File: src/pkg/tsc_pkg.sv
// Package: register indices, field positions and codes of the touch sense counter
//------------------------------------------------------------------------------
// Behaviour
// - Cascade clear: two independent 8-bit counters; set: one 16-bit counter.
// - Clock divide select 00..11 runs the unit at main_osc divided by 1,2,4,8.
// - Oscillator clock bit set clocks only the high counter from relax_osc; with cascade set the code ignores it and the low carry clocks the high counter.
// - Polarity flip set inverts the selected event input, clear passes it.
// - Source codes 000..110 pick event inputs; code 111 gives constant zero.
// - Precharge enable drives the divided clock to bus pins and the timer.
// - Manual reference connect is ignored when integration or relaxation is enabled.
// - Low count register reads the low counter; writes do not alter it.
// - High count register reads the high counter; writes do not alter it.
// - Upper four status bits are the pending interrupts; clearing one clears it.
// - Flags set only while enabled and running; disabling clears them all.
// - A rising edge on the event input sets the input edge flag.
// - Low and high counter overflows set the low and high carry flags.
// - Completion of a pulse width or period measurement sets the done flag.
// - Writing zero clears a status flag; writing one leaves it.
// - Interrupt asserts for any pending event whose mask bit is one.
// - Timer register holds a 6-bit start count; upper two bits reserved.
// - Enable starts the timer once: load, count to zero, one-cycle pulse, stop.
// - Disable stops counting and zeroes counters; enable starts a new count.
// - Modes: stop on event, pulse width, period, continuous; measurements start on rise.
//------------------------------------------------------------------------------
package tsc_pkg;

  // Register indices; the byte address is four times the index
  localparam logic [7:0] TSC_IDX_RUN    = 8'ha0;
  localparam logic [7:0] TSC_IDX_CFG    = 8'ha1;
  localparam logic [7:0] TSC_IDX_ANA    = 8'ha2;
  localparam logic [7:0] TSC_IDX_FILT   = 8'ha3;
  localparam logic [7:0] TSC_IDX_LOW    = 8'ha4;
  localparam logic [7:0] TSC_IDX_HIGH   = 8'ha5;
  localparam logic [7:0] TSC_IDX_STAT   = 8'ha6;
  localparam logic [7:0] TSC_IDX_TMR    = 8'ha7;
  localparam logic [7:0] TSC_IDX_NONE   = 8'hff;
  localparam logic [7:0] TSC_RUN_MASK   = 8'h07;
  localparam logic [7:0] TSC_ANA_MASK   = 8'hf7;
  localparam logic [2:0] TSC_HSIZE_WORD = 3'h2;

  // run_control fields
  localparam int TSC_EN_BIT     = 0;
  localparam int TSC_MODE_LO    = 1;
  // counter_config fields
  localparam int TSC_CHAIN_BIT  = 7;
  localparam int TSC_CLKDIV_LO  = 5;
  localparam int TSC_OSCSEL_BIT = 4;
  localparam int TSC_FLIP_BIT   = 3;
  localparam int TSC_SRC_LO     = 0;
  // sense_analog_control fields
  localparam int TSC_SCALE_LO   = 6;
  localparam int TSC_DIR_BIT    = 5;
  localparam int TSC_BUSC_BIT   = 4;
  localparam int TSC_PXD_BIT    = 2;
  localparam int TSC_CI_BIT     = 1;
  localparam int TSC_RO_BIT     = 0;
  // filter_reference_control fields
  localparam int TSC_OFFS_BIT   = 7;
  localparam int TSC_REFSEL_BIT = 6;
  localparam int TSC_REFMAN_BIT = 5;
  localparam int TSC_REFEN_BIT  = 4;
  localparam int TSC_LPT_LO     = 2;
  localparam int TSC_LPI_LO     = 0;
  // event_flags_masks: flags in the upper nibble, event order inside a nibble
  localparam int TSC_FLAG_LO    = 4;
  localparam int TSC_EV_EDGE    = 3;
  localparam int TSC_EV_LOWC    = 2;
  localparam int TSC_EV_HIGHC   = 1;
  localparam int TSC_EV_DONE    = 0;
  localparam int TSC_RELOAD_W   = 6;

  typedef enum logic [1:0] {
    TSC_MODE_STOP   = 2'b00,
    TSC_MODE_WIDTH  = 2'b01,
    TSC_MODE_PERIOD = 2'b10,
    TSC_MODE_CONT   = 2'b11
  } tsc_mode_t;

  typedef enum logic [1:0] {
    TSC_ST_OFF   = 2'b00,
    TSC_ST_ARM   = 2'b01,
    TSC_ST_COUNT = 2'b10,
    TSC_ST_HOLD  = 2'b11
  } tsc_state_t;

  typedef enum logic [2:0] {
    TSC_SRC_CMP0 = 3'b000,
    TSC_SRC_SLOW = 3'b001,
    TSC_SRC_CMP1 = 3'b010,
    TSC_SRC_TC   = 3'b011,
    TSC_SRC_ITMR = 3'b100,
    TSC_SRC_TIRQ = 3'b101,
    TSC_SRC_ABUS = 3'b110,
    TSC_SRC_ZERO = 3'b111
  } tsc_src_t;

endpackage : tsc_pkg

File: src/pkg/tsc_timer_if.sv
// Interface between the counter control and its one-shot timer
interface tsc_timer_if;
  logic       tick;
  logic       start;
  logic [5:0] reload;
  logic       tc;
  logic       fired;
  modport ctrl  (output tick, start, reload, input tc, fired);
  modport timer (input tick, start, reload, output tc, fired);
endinterface : tsc_timer_if

File: src/rtl/tsc_counter_control.sv
// Touch sense counter: register slave, counters, event select and status flags
module tsc_counter_control
  import tsc_pkg::*;
(
  input  logic        hclk,
  input  logic        hresetn,
  input  logic        hsel,
  input  logic [31:0] haddr,
  input  logic [1:0]  htrans,
  input  logic        hwrite,
  input  logic [2:0]  hsize,
  input  logic [31:0] hwdata,
  input  logic        hready,
  output logic        hreadyout,
  output logic        hresp,
  output logic [31:0] hrdata,
  input  logic        comparator0,
  input  logic        comparator1,
  input  logic        slow_internal_osc,
  input  logic        internal_timer,
  input  logic        analog_bus,
  input  logic        relax_osc,
  output logic        unit_irq,
  output logic        timer_terminal_count,
  output logic        pin_precharge_clk,
  output logic        pin_precharge_clock_enable,
  output logic        relax_osc_enable,
  output logic        charge_integration_enable,
  output logic [1:0]  current_scale,
  output logic        current_direction,
  output logic        current_bus_connect,
  output logic        current_offset_add,
  output logic        reference_source_select,
  output logic        reference_buffer_enable,
  output logic        reference_connect,
  output logic [1:0]  lowpass_time_constant,
  output logic [1:0]  lowpass_insert_select
);

  //----------------------------------------
  // State
  //----------------------------------------
  typedef struct packed {
    logic [7:0]  run;
    logic [7:0]  cfg;
    logic [7:0]  ana;
    logic [7:0]  filt;
    logic [5:0]  reload;
    logic [7:0]  low;
    logic [7:0]  high;
    logic [3:0]  flags;
    logic [3:0]  masks;
    tsc_state_t  st;
    logic [2:0]  div;
    logic        pin_clk;
    logic        ev_prev;
    logic        osc_prev;
    logic        irq;
    logic        ref_conn;
    logic        wr_pend;
    logic        rd_pend;
    logic [7:0]  idx;
    logic [31:0] rdata;
  } tsc_regs_t;

  tsc_regs_t q;
  tsc_regs_t next_q;

  //----------------------------------------
  // Decoded controls
  //----------------------------------------
  logic        en;
  tsc_mode_t   mode;
  tsc_src_t    src;
  logic [1:0]  csel;
  logic        chain;
  logic        osc_sel;
  logic        flip;
  logic        pxd;
  logic        div_tick;
  logic        osc_tick;
  logic        ev_raw;
  logic        ev;
  logic        ev_rise;
  logic        ev_fall;
  logic        counting;
  logic        running;
  logic        low_inc;
  logic        low_carry;
  logic        high_inc;
  logic        high_carry;
  logic        done_ev;
  logic [3:0]  ev_set;
  logic        stop;
  logic        acc;
  logic        stat_wr;
  logic [3:0]  flag_keep;
  logic [7:0]  wbyte;
  logic [7:0]  rd_byte;
  tsc_timer_if tif ();

  // Field views of the control registers
  assign en      = q.run[TSC_EN_BIT];
  assign mode    = tsc_mode_t'(q.run[TSC_MODE_LO +: 2]);
  assign src     = tsc_src_t'(q.cfg[TSC_SRC_LO +: 3]);
  assign csel    = q.cfg[TSC_CLKDIV_LO +: 2];
  assign chain   = q.cfg[TSC_CHAIN_BIT];
  assign osc_sel = q.cfg[TSC_OSCSEL_BIT];
  assign flip    = q.cfg[TSC_FLIP_BIT];
  assign pxd     = q.ana[TSC_PXD_BIT];
  assign wbyte   = hwdata[7:0];

  //----------------------------------------
  // Clock division and event input
  //----------------------------------------
  // One-cycle tick at the selected rate; a tick is used instead of a
  // derived clock so the whole unit stays in one domain
  always_comb begin
    unique case (csel)
      2'b00: div_tick = 1'b1;
      2'b01: div_tick = q.div[0];
      2'b10: div_tick = &q.div[1:0];
      2'b11: div_tick = &q.div;
    endcase
  end

  // Relax oscillator arrives as a synchronous level; its rise is a tick
  assign osc_tick = relax_osc & ~q.osc_prev;

  // Event source multiplexer
  always_comb begin
    unique case (src)
      TSC_SRC_CMP0: ev_raw = comparator0;
      TSC_SRC_SLOW: ev_raw = slow_internal_osc;
      TSC_SRC_CMP1: ev_raw = comparator1;
      TSC_SRC_TC:   ev_raw = tif.tc;
      TSC_SRC_ITMR: ev_raw = internal_timer;
      TSC_SRC_TIRQ: ev_raw = tif.fired;
      TSC_SRC_ABUS: ev_raw = analog_bus;
      TSC_SRC_ZERO: ev_raw = 1'b0;
    endcase
  end

  // Polarity and edges of the chosen event
  assign ev      = ev_raw ^ flip;
  assign ev_rise = ev & ~q.ev_prev;
  assign ev_fall = ~ev & q.ev_prev;

  //----------------------------------------
  // Counters and events
  //----------------------------------------
  assign counting   = en && (q.st == TSC_ST_COUNT);
  assign running    = en && (q.st == TSC_ST_ARM || q.st == TSC_ST_COUNT);
  assign low_inc    = counting & div_tick;
  assign low_carry  = low_inc & (&q.low);
  // Cascade takes the low carry; otherwise the high counter has its own clock
  assign high_inc   = counting & (chain ? low_carry : (osc_sel ? osc_tick : div_tick));
  assign high_carry = high_inc & (&q.high);

  // Measurement end: width ends on the fall, period on the next rise
  assign done_ev = counting && ((mode == TSC_MODE_WIDTH && ev_fall) ||
                                (mode == TSC_MODE_PERIOD && ev_rise));

  // Events post only while running
  assign ev_set = running ? {ev_rise, low_carry, high_carry, done_ev} : 4'h0;

  // Stop on any enabled event in mode 00, on the end of a measurement in modes 01 and 10; mode 11 never stops
  assign stop = counting && (done_ev || (mode == TSC_MODE_STOP && |(ev_set & q.masks)));

  //----------------------------------------
  // Bus decode
  //----------------------------------------
  assign acc       = hsel && hready && htrans[1];
  assign stat_wr   = q.wr_pend && (q.idx == TSC_IDX_STAT);
  assign flag_keep = stat_wr ? wbyte[TSC_FLAG_LO +: 4] : 4'hf;

  // Read multiplexer; unmapped words read zero
  always_comb begin
    case (q.idx)
      TSC_IDX_RUN:  rd_byte = q.run;
      TSC_IDX_CFG:  rd_byte = q.cfg;
      TSC_IDX_ANA:  rd_byte = q.ana;
      TSC_IDX_FILT: rd_byte = q.filt;
      TSC_IDX_LOW:  rd_byte = q.low;
      TSC_IDX_HIGH: rd_byte = q.high;
      TSC_IDX_STAT: rd_byte = {q.flags, q.masks};
      TSC_IDX_TMR:  rd_byte = {2'b00, q.reload};
      default:      rd_byte = 8'h00;
    endcase
  end

  //----------------------------------------
  // Next state
  //----------------------------------------
  always_comb begin
    next_q          = q;
    next_q.div      = q.div + 3'h1;
    next_q.osc_prev = relax_osc;
    next_q.ev_prev  = ev;
    // Pin clock toggles per tick, so it runs at half the tick rate
    next_q.pin_clk  = pxd ? (q.pin_clk ^ div_tick) : 1'b0;

    // Address phase; a read holds one wait state so it sees any prior write
    next_q.wr_pend = 1'b0;
    next_q.rd_pend = 1'b0;
    if (acc) begin
      next_q.idx     = (haddr[31:10] == '0 && haddr[1:0] == 2'b00) ? haddr[9:2] : TSC_IDX_NONE;
      next_q.wr_pend = hwrite && (hsize == TSC_HSIZE_WORD);
      next_q.rd_pend = !hwrite;
    end
    if (q.rd_pend) begin
      next_q.rdata = {24'h00_0000, rd_byte};
    end

    // Data phase of a write; configuration is taken as written, except unused run, analog and timer bits, which are masked to zero
    if (q.wr_pend) begin
      case (q.idx)
        TSC_IDX_RUN:  next_q.run    = wbyte & TSC_RUN_MASK;
        TSC_IDX_CFG:  next_q.cfg    = wbyte;
        TSC_IDX_ANA:  next_q.ana    = wbyte & TSC_ANA_MASK;
        TSC_IDX_FILT: next_q.filt   = wbyte;
        TSC_IDX_STAT: next_q.masks  = wbyte[3:0];
        TSC_IDX_TMR:  next_q.reload = wbyte[5:0];
        default:      next_q.run    = q.run; // Count registers ignore writes
      endcase
    end

    // Counters
    if (low_inc) begin
      next_q.low = q.low + 8'h01;
    end
    if (high_inc) begin
      next_q.high = q.high + 8'h01;
    end

    // Flags: a new event wins over a clear in the same cycle
    next_q.flags = (q.flags & flag_keep) | ev_set;

    // Run sequence
    unique case (q.st)
      TSC_ST_OFF: begin
        if (en) begin
          next_q.st = (mode == TSC_MODE_WIDTH || mode == TSC_MODE_PERIOD) ?
                      TSC_ST_ARM : TSC_ST_COUNT;
        end
      end
      TSC_ST_ARM: begin
        if (ev_rise) begin
          next_q.st = TSC_ST_COUNT;
        end
      end
      TSC_ST_COUNT: begin
        if (stop) begin
          next_q.st = TSC_ST_HOLD; // Count is held for reading
        end
      end
      TSC_ST_HOLD: begin
        next_q.st = TSC_ST_HOLD;
      end
    endcase

    // Disable wipes counters and flags, whatever else happened
    if (!en) begin
      next_q.st    = TSC_ST_OFF;
      next_q.low   = 8'h00;
      next_q.high  = 8'h00;
      next_q.flags = 4'h0;
    end

    next_q.irq      = |(next_q.flags & next_q.masks);
    next_q.ref_conn = next_q.filt[TSC_REFMAN_BIT] &
                      ~(next_q.ana[TSC_CI_BIT] | next_q.ana[TSC_RO_BIT]);
  end

  // State register
  always_ff @(posedge hclk or negedge hresetn) begin
    if (!hresetn) begin
      q <= '0;
    end else begin
      q <= next_q;
    end
  end

  //----------------------------------------
  // Timer
  //----------------------------------------
  // Timer follows the divided clock tick when precharge is on, else relax_osc
  assign tif.tick   = pxd ? div_tick : osc_tick;
  assign tif.start  = en;
  assign tif.reload = q.reload;

  tsc_one_shot u_timer (
    .hclk    (hclk),
    .hresetn (hresetn),
    .tif     (tif)
  );

  //----------------------------------------
  // Outputs
  //----------------------------------------
  assign hreadyout            = ~q.rd_pend;
  assign hresp                = 1'b0;
  assign hrdata               = q.rdata;
  assign unit_irq             = q.irq;
  assign timer_terminal_count = tif.tc;
  assign pin_precharge_clk    = q.pin_clk;

  // Static analog controls
  assign pin_precharge_clock_enable = pxd;
  assign relax_osc_enable           = q.ana[TSC_RO_BIT];
  assign charge_integration_enable  = q.ana[TSC_CI_BIT];
  assign current_scale              = q.ana[TSC_SCALE_LO +: 2];
  assign current_direction          = q.ana[TSC_DIR_BIT];
  assign current_bus_connect        = q.ana[TSC_BUSC_BIT];
  assign current_offset_add         = q.filt[TSC_OFFS_BIT];
  assign reference_source_select    = q.filt[TSC_REFSEL_BIT];
  assign reference_buffer_enable    = q.filt[TSC_REFEN_BIT];
  assign reference_connect          = q.ref_conn;
  assign lowpass_time_constant      = q.filt[TSC_LPT_LO +: 2];
  assign lowpass_insert_select      = q.filt[TSC_LPI_LO +: 2];
endmodule : tsc_counter_control

File: src/rtl/tsc_one_shot.sv
// Six-bit one-shot down timer with a terminal count pulse
module tsc_one_shot
  import tsc_pkg::*;
(
  input logic        hclk,
  input logic        hresetn,
  tsc_timer_if.timer tif
);

  //----------------------------------------
  // State
  //----------------------------------------
  typedef struct packed {
    logic [TSC_RELOAD_W-1:0] cnt;
    logic                    started;
    logic                    running;
    logic                    fired;
    logic                    tc;
  } tsc_tmr_t;

  tsc_tmr_t q;
  tsc_tmr_t next_q;

  // Load once per enable, count ticks down, pulse at zero, then stay idle
  always_comb begin
    next_q = q;
    next_q.tc = 1'b0;
    if (!tif.start) begin
      next_q = '0; // Only a fresh enable restarts the count
    end else if (!q.started) begin
      next_q.started = 1'b1;
      next_q.running = 1'b1;
      next_q.cnt     = tif.reload;
    end else if (q.running && tif.tick) begin
      if (q.cnt == '0) begin
        next_q.tc      = 1'b1;
        next_q.running = 1'b0;
        next_q.fired   = 1'b1;
      end else begin
        next_q.cnt = q.cnt - 6'h01;
      end
    end
  end

  // State register
  always_ff @(posedge hclk or negedge hresetn) begin
    if (!hresetn) begin
      q <= '0;
    end else begin
      q <= next_q;
    end
  end

  assign tif.tc    = q.tc;
  assign tif.fired = q.fired;
endmodule : tsc_one_shot

File: config.mk
export PLATFORM = sky130hd
export DESIGN_NAME = tsc_counter_control
export DESIGN_NICKNAME = d
export VERILOG_FILES = /design/src/pkg/tsc_pkg.sv /design/src/pkg/tsc_timer_if.sv /design/src/rtl/tsc_counter_control.sv /design/src/rtl/tsc_one_shot.sv
export SDC_FILE = /design/constraint.sdc
export NUM_CORES = 1
export LEC_CHECK = 0
export ABC_CLOCK_PERIOD_IN_PS = 2700
export BUFFER_PORTS_ARGS = -buffer_cell sky130_fd_sc_hd__buf_2
export CORE_ASPECT_RATIO = 2
export CORE_MARGIN = 2
export CORE_UTILIZATION = 40
export CTS_BUF_LIST = sky130_fd_sc_hd__clkbuf_16
export DETAILED_ROUTE_END_ITERATION = 8
export MAX_ROUTING_LAYER = met4
export PLACE_DENSITY = 0.68
export SKIP_CTS_REPAIR_TIMING = 1
export SLEW_MARGIN = 10
export SYNTH_ARGS = -nofsm -noshare
export SYNTH_HDL_FRONTEND = slang
export SYNTH_SLANG_ARGS = --single-unit
File: constraint.sdc
create_clock -name hclk -period 2.7 [get_ports hclk]
set_input_delay 0.54 -clock hclk [delete_from_list [all_inputs] [get_ports hclk]]
set_output_delay 0.54 -clock hclk [all_outputs]
set_load 0.01 [all_outputs]
==> flow_summary.ini <==
[grt]
grt_max_degree = 42
grt_pass1_vias = 4018
overflow = 0
grt_use_total = 0.209
antenna_found_initial = 0
grt_first_pass_wirelength_mm = 21.5

[layout]
fill_cells = 1201
n_antenna_cell = 0
drive_gt1_frac = 0.285
stdcell_area_mm2 = 0.00590
syn2layout_area_growth_pct = 15.0
fin_nets = 663

[logic_synthesis]
synth_seq_area_share = 0.458
synth_cell_types = 63
synth_compound_area_frac = 0.113
synthTopCellsByArea = dfrtp_1 (46%), mux2_2 (8.1%), buf_4 (5.7%), nand2_1 (3.4%), ha_1 (3.2%)
synthArstFlopShare = 1.00
yosysWarnings = 0
synth-simple-area-share = 0.156
syn_inst = 492
muxShareOfSynthArea = 0.140
synth_top_cell_by_area = dfrtp_1
yosys_register_bits = 94
synth_top_area_share = 0.458
synth_ff_type = dfrtp_1
synth_edf_count = 0
synth_fa_ha_area_frac = 0.0317
syn_area_per_cell_um2 = 10.4
syn_area_mm2 = 0.00513
synth_top_family_by_area = simple AND/OR/NAND/NOR gates
synth_xor_area_frac = 0.0202

[routing]
initialDrtViolationCount = 177
drt_pass1_iterations = 4
wl_mm = 13.6
drc = 0
wl_per_cell_um = 18.7
ant_nets = 0
via_per_inst = 5.52
vias = 4001

[worst_setup_path]
worstSetupStartpointType = register
cp_max_fo = 7
path_class = reg -> reg
reg2regPathDepth = 9
r2r_setup_slack_ns = 0.16
endpoint_kind = register
r2r-start = q[50]
r2r_end = q[51]
crit_required_ns = 2.93
worstPathArrival_ns = 2.77

[timing]
setup_tns_ns = 0
hold_viol = 0
fin_skew_ns = 0.0102
relSlewSlack = 0.525
fin_crit_sh = 0.939
rsz0062_at_grt = no
report.final.slew_viol_count = 0
fmax_ghz = 0.394
worst_pin_slew_ns = 0.705
period_needed_ns = 2.54
setup_viol = 0

[cts]
cts_num_sinks = 94
root_buffer = clkbuf_16
insertion_delay_ns = 0.35
cts_buffer_depth = 2
clk_pin_slew_ns = 0.08
cts_htree_levels = 3
cts_tree = yes
numCtsBuffers = 9

[place]
dp_hpwl_mm = 10.6
dpl_cell_area_mm2 = 0.00561
place_congestion = 0.923
io_buffers = 81

[power]
combinationalPowerShare = 0.175
ir_worst_vdd_mv = 0.351
switching_share = 0.306
power_density_mw_per_mm2 = 600
leakagePower_nw = 2.77
intPower_w = 0.00246
p_clk_frac = 0.353
p_sw_w = 0.00108
seq_power_share = 0.471

[floorplanning]
io_pins = 132
die_area_mm2 = 0.0138
die_x_um = 84.1
start_util = 0.409
rows = 58
core_area_mm2 = 0.0126
die_y_um = 164

[job]
maxCapViolCount = 0

[run_status]
status = finished clean

[min_path]
hold_class = in -> async
[cells by family after synthesis]
group / Yosys count
flops: 94
mux: 59
xor+xnor: 11
simple gates: 159
buf+inv: 71
fa+ha+maj: 13
other cells: 1
compound gates: 84
[metal layers]
| layer | routed length [um] | GRT usage |
|---|---|---|
| met1 | 4790 | 0.219 |
| met2 | 7610 | 0.378 |
| met3 | 582 | 0.0271 |
| met4 | 575 | 0.111 |
| met5 | 0 | - |
[worst max-delay path by stage]
stage                      start    end  slack [ns]  cells after the start
6_report                   q[50]  q[51]        0.16                      9
3_3_place_gp   slow_internal_osc  q[51]        0.15                      8
3_5_place_dp   slow_internal_osc  q[51]        0.09                      8
5_1_grt                    q[50]  q[66]       0.009                     10
2_1_floorplan              q[47]  q[51]        0.29                      9
4_1_cts                    q[50]  q[51]        0.17                      9
[layout by cell type, fill, tap and decap left out, types with 4 or more instances in the layout]
cell and n:
dfrtp_1 94, buf_2 80, nand2_1 46, mux2_2 37, nor2_1 36, conb_1 25, o21ai_0 21, a21oi_1 21
buf_4 18, mux2i_1 15, inv_1 14, nand3_1 14, ha_1 13, nor3_1 10, clkbuf_16 9, nand2b_1 8
nor4_1 8, o22a_1 8, a211oi_1 5, mux4_2 5, xnor2_1 5, xor2_1 5, nor3b_1 4, and2_1 4
and4_1 4
[worst max-delay path, cell delays in order (launching register included)]
cell and delay (ns):
dfrtp_1 0.40, inv_1 0.10, ha_1 0.30, nand2_1 0.17, a211oi_1 0.09, a41o_1 0.28, and4_1 0.22, o31a_1 0.26
o32ai_4 0.28, mux2_4 0.33
[power by group through the flow]
stage	Combinational (W)	Sequential [W]	Clock (W)
after global placement	0.000594	0.00168	0
after CTS	0.000623	0.00167	0.00128
after floorplan	0.000440	0.00165	0
final	0.000621	0.00167	0.00125
after detailed placement	0.000618	0.00169	0
after global routing	0.000703	0.00169	0.00134
[area by class of cell]
class / instances / area [um^2] / area share
timing repair buffer: 99 / 556 / 0.0941
clock buffer: 9 / 225 / 0.0382
clock inverter: 7 / 68.8 / 0.0117
inverter: 15 / 56.3 / 0.00954
sequential: 94 / 2350 / 0.398
tap: 150 / 188 / 0.0318
multi-input combinational: 351 / 2460 / 0.416
[synthesized netlist by cell type, types with 8 or more instances]
master    instances
clkbuf_1         12
a21oi_1          21
nand3_1          14
nor3_1           10
mux2i_1          15
o22a_1            8
nand2b_1          8
nor4_1            8
nor2_1           36
buf_4            39
mux2_2           37
dfrtp_1          94
o21ai_0          21
inv_1            14
nand2_1          46
ha_1             13
[flip-flops by register name, indices dropped and copies added, names as in the netlist, 2 cells and up]
register and count:
current_scale 2, q 45, lowpass_insert_select 2, tif.reload 6
hrdata 8, mode 2, csel 2, lowpass_time_constant 2
u_timer.q 8
[metrics by stage]
stage               hold slack [ns]   util  setup slack, ns  std cells  power, W
finish                       0.0939  0.470            0.164        725   0.00354
global route                  0.114  0.470          0.00881        725   0.00373
CTS                           0.101  0.470            0.169        725   0.00357
detailed placement            0.442  0.447           0.0934        709   0.00231
global placement              0.436  0.447            0.155        709   0.00228
floorplan                     0.244      -            0.287        516   0.00209
(Power assumes the default switching activity.)
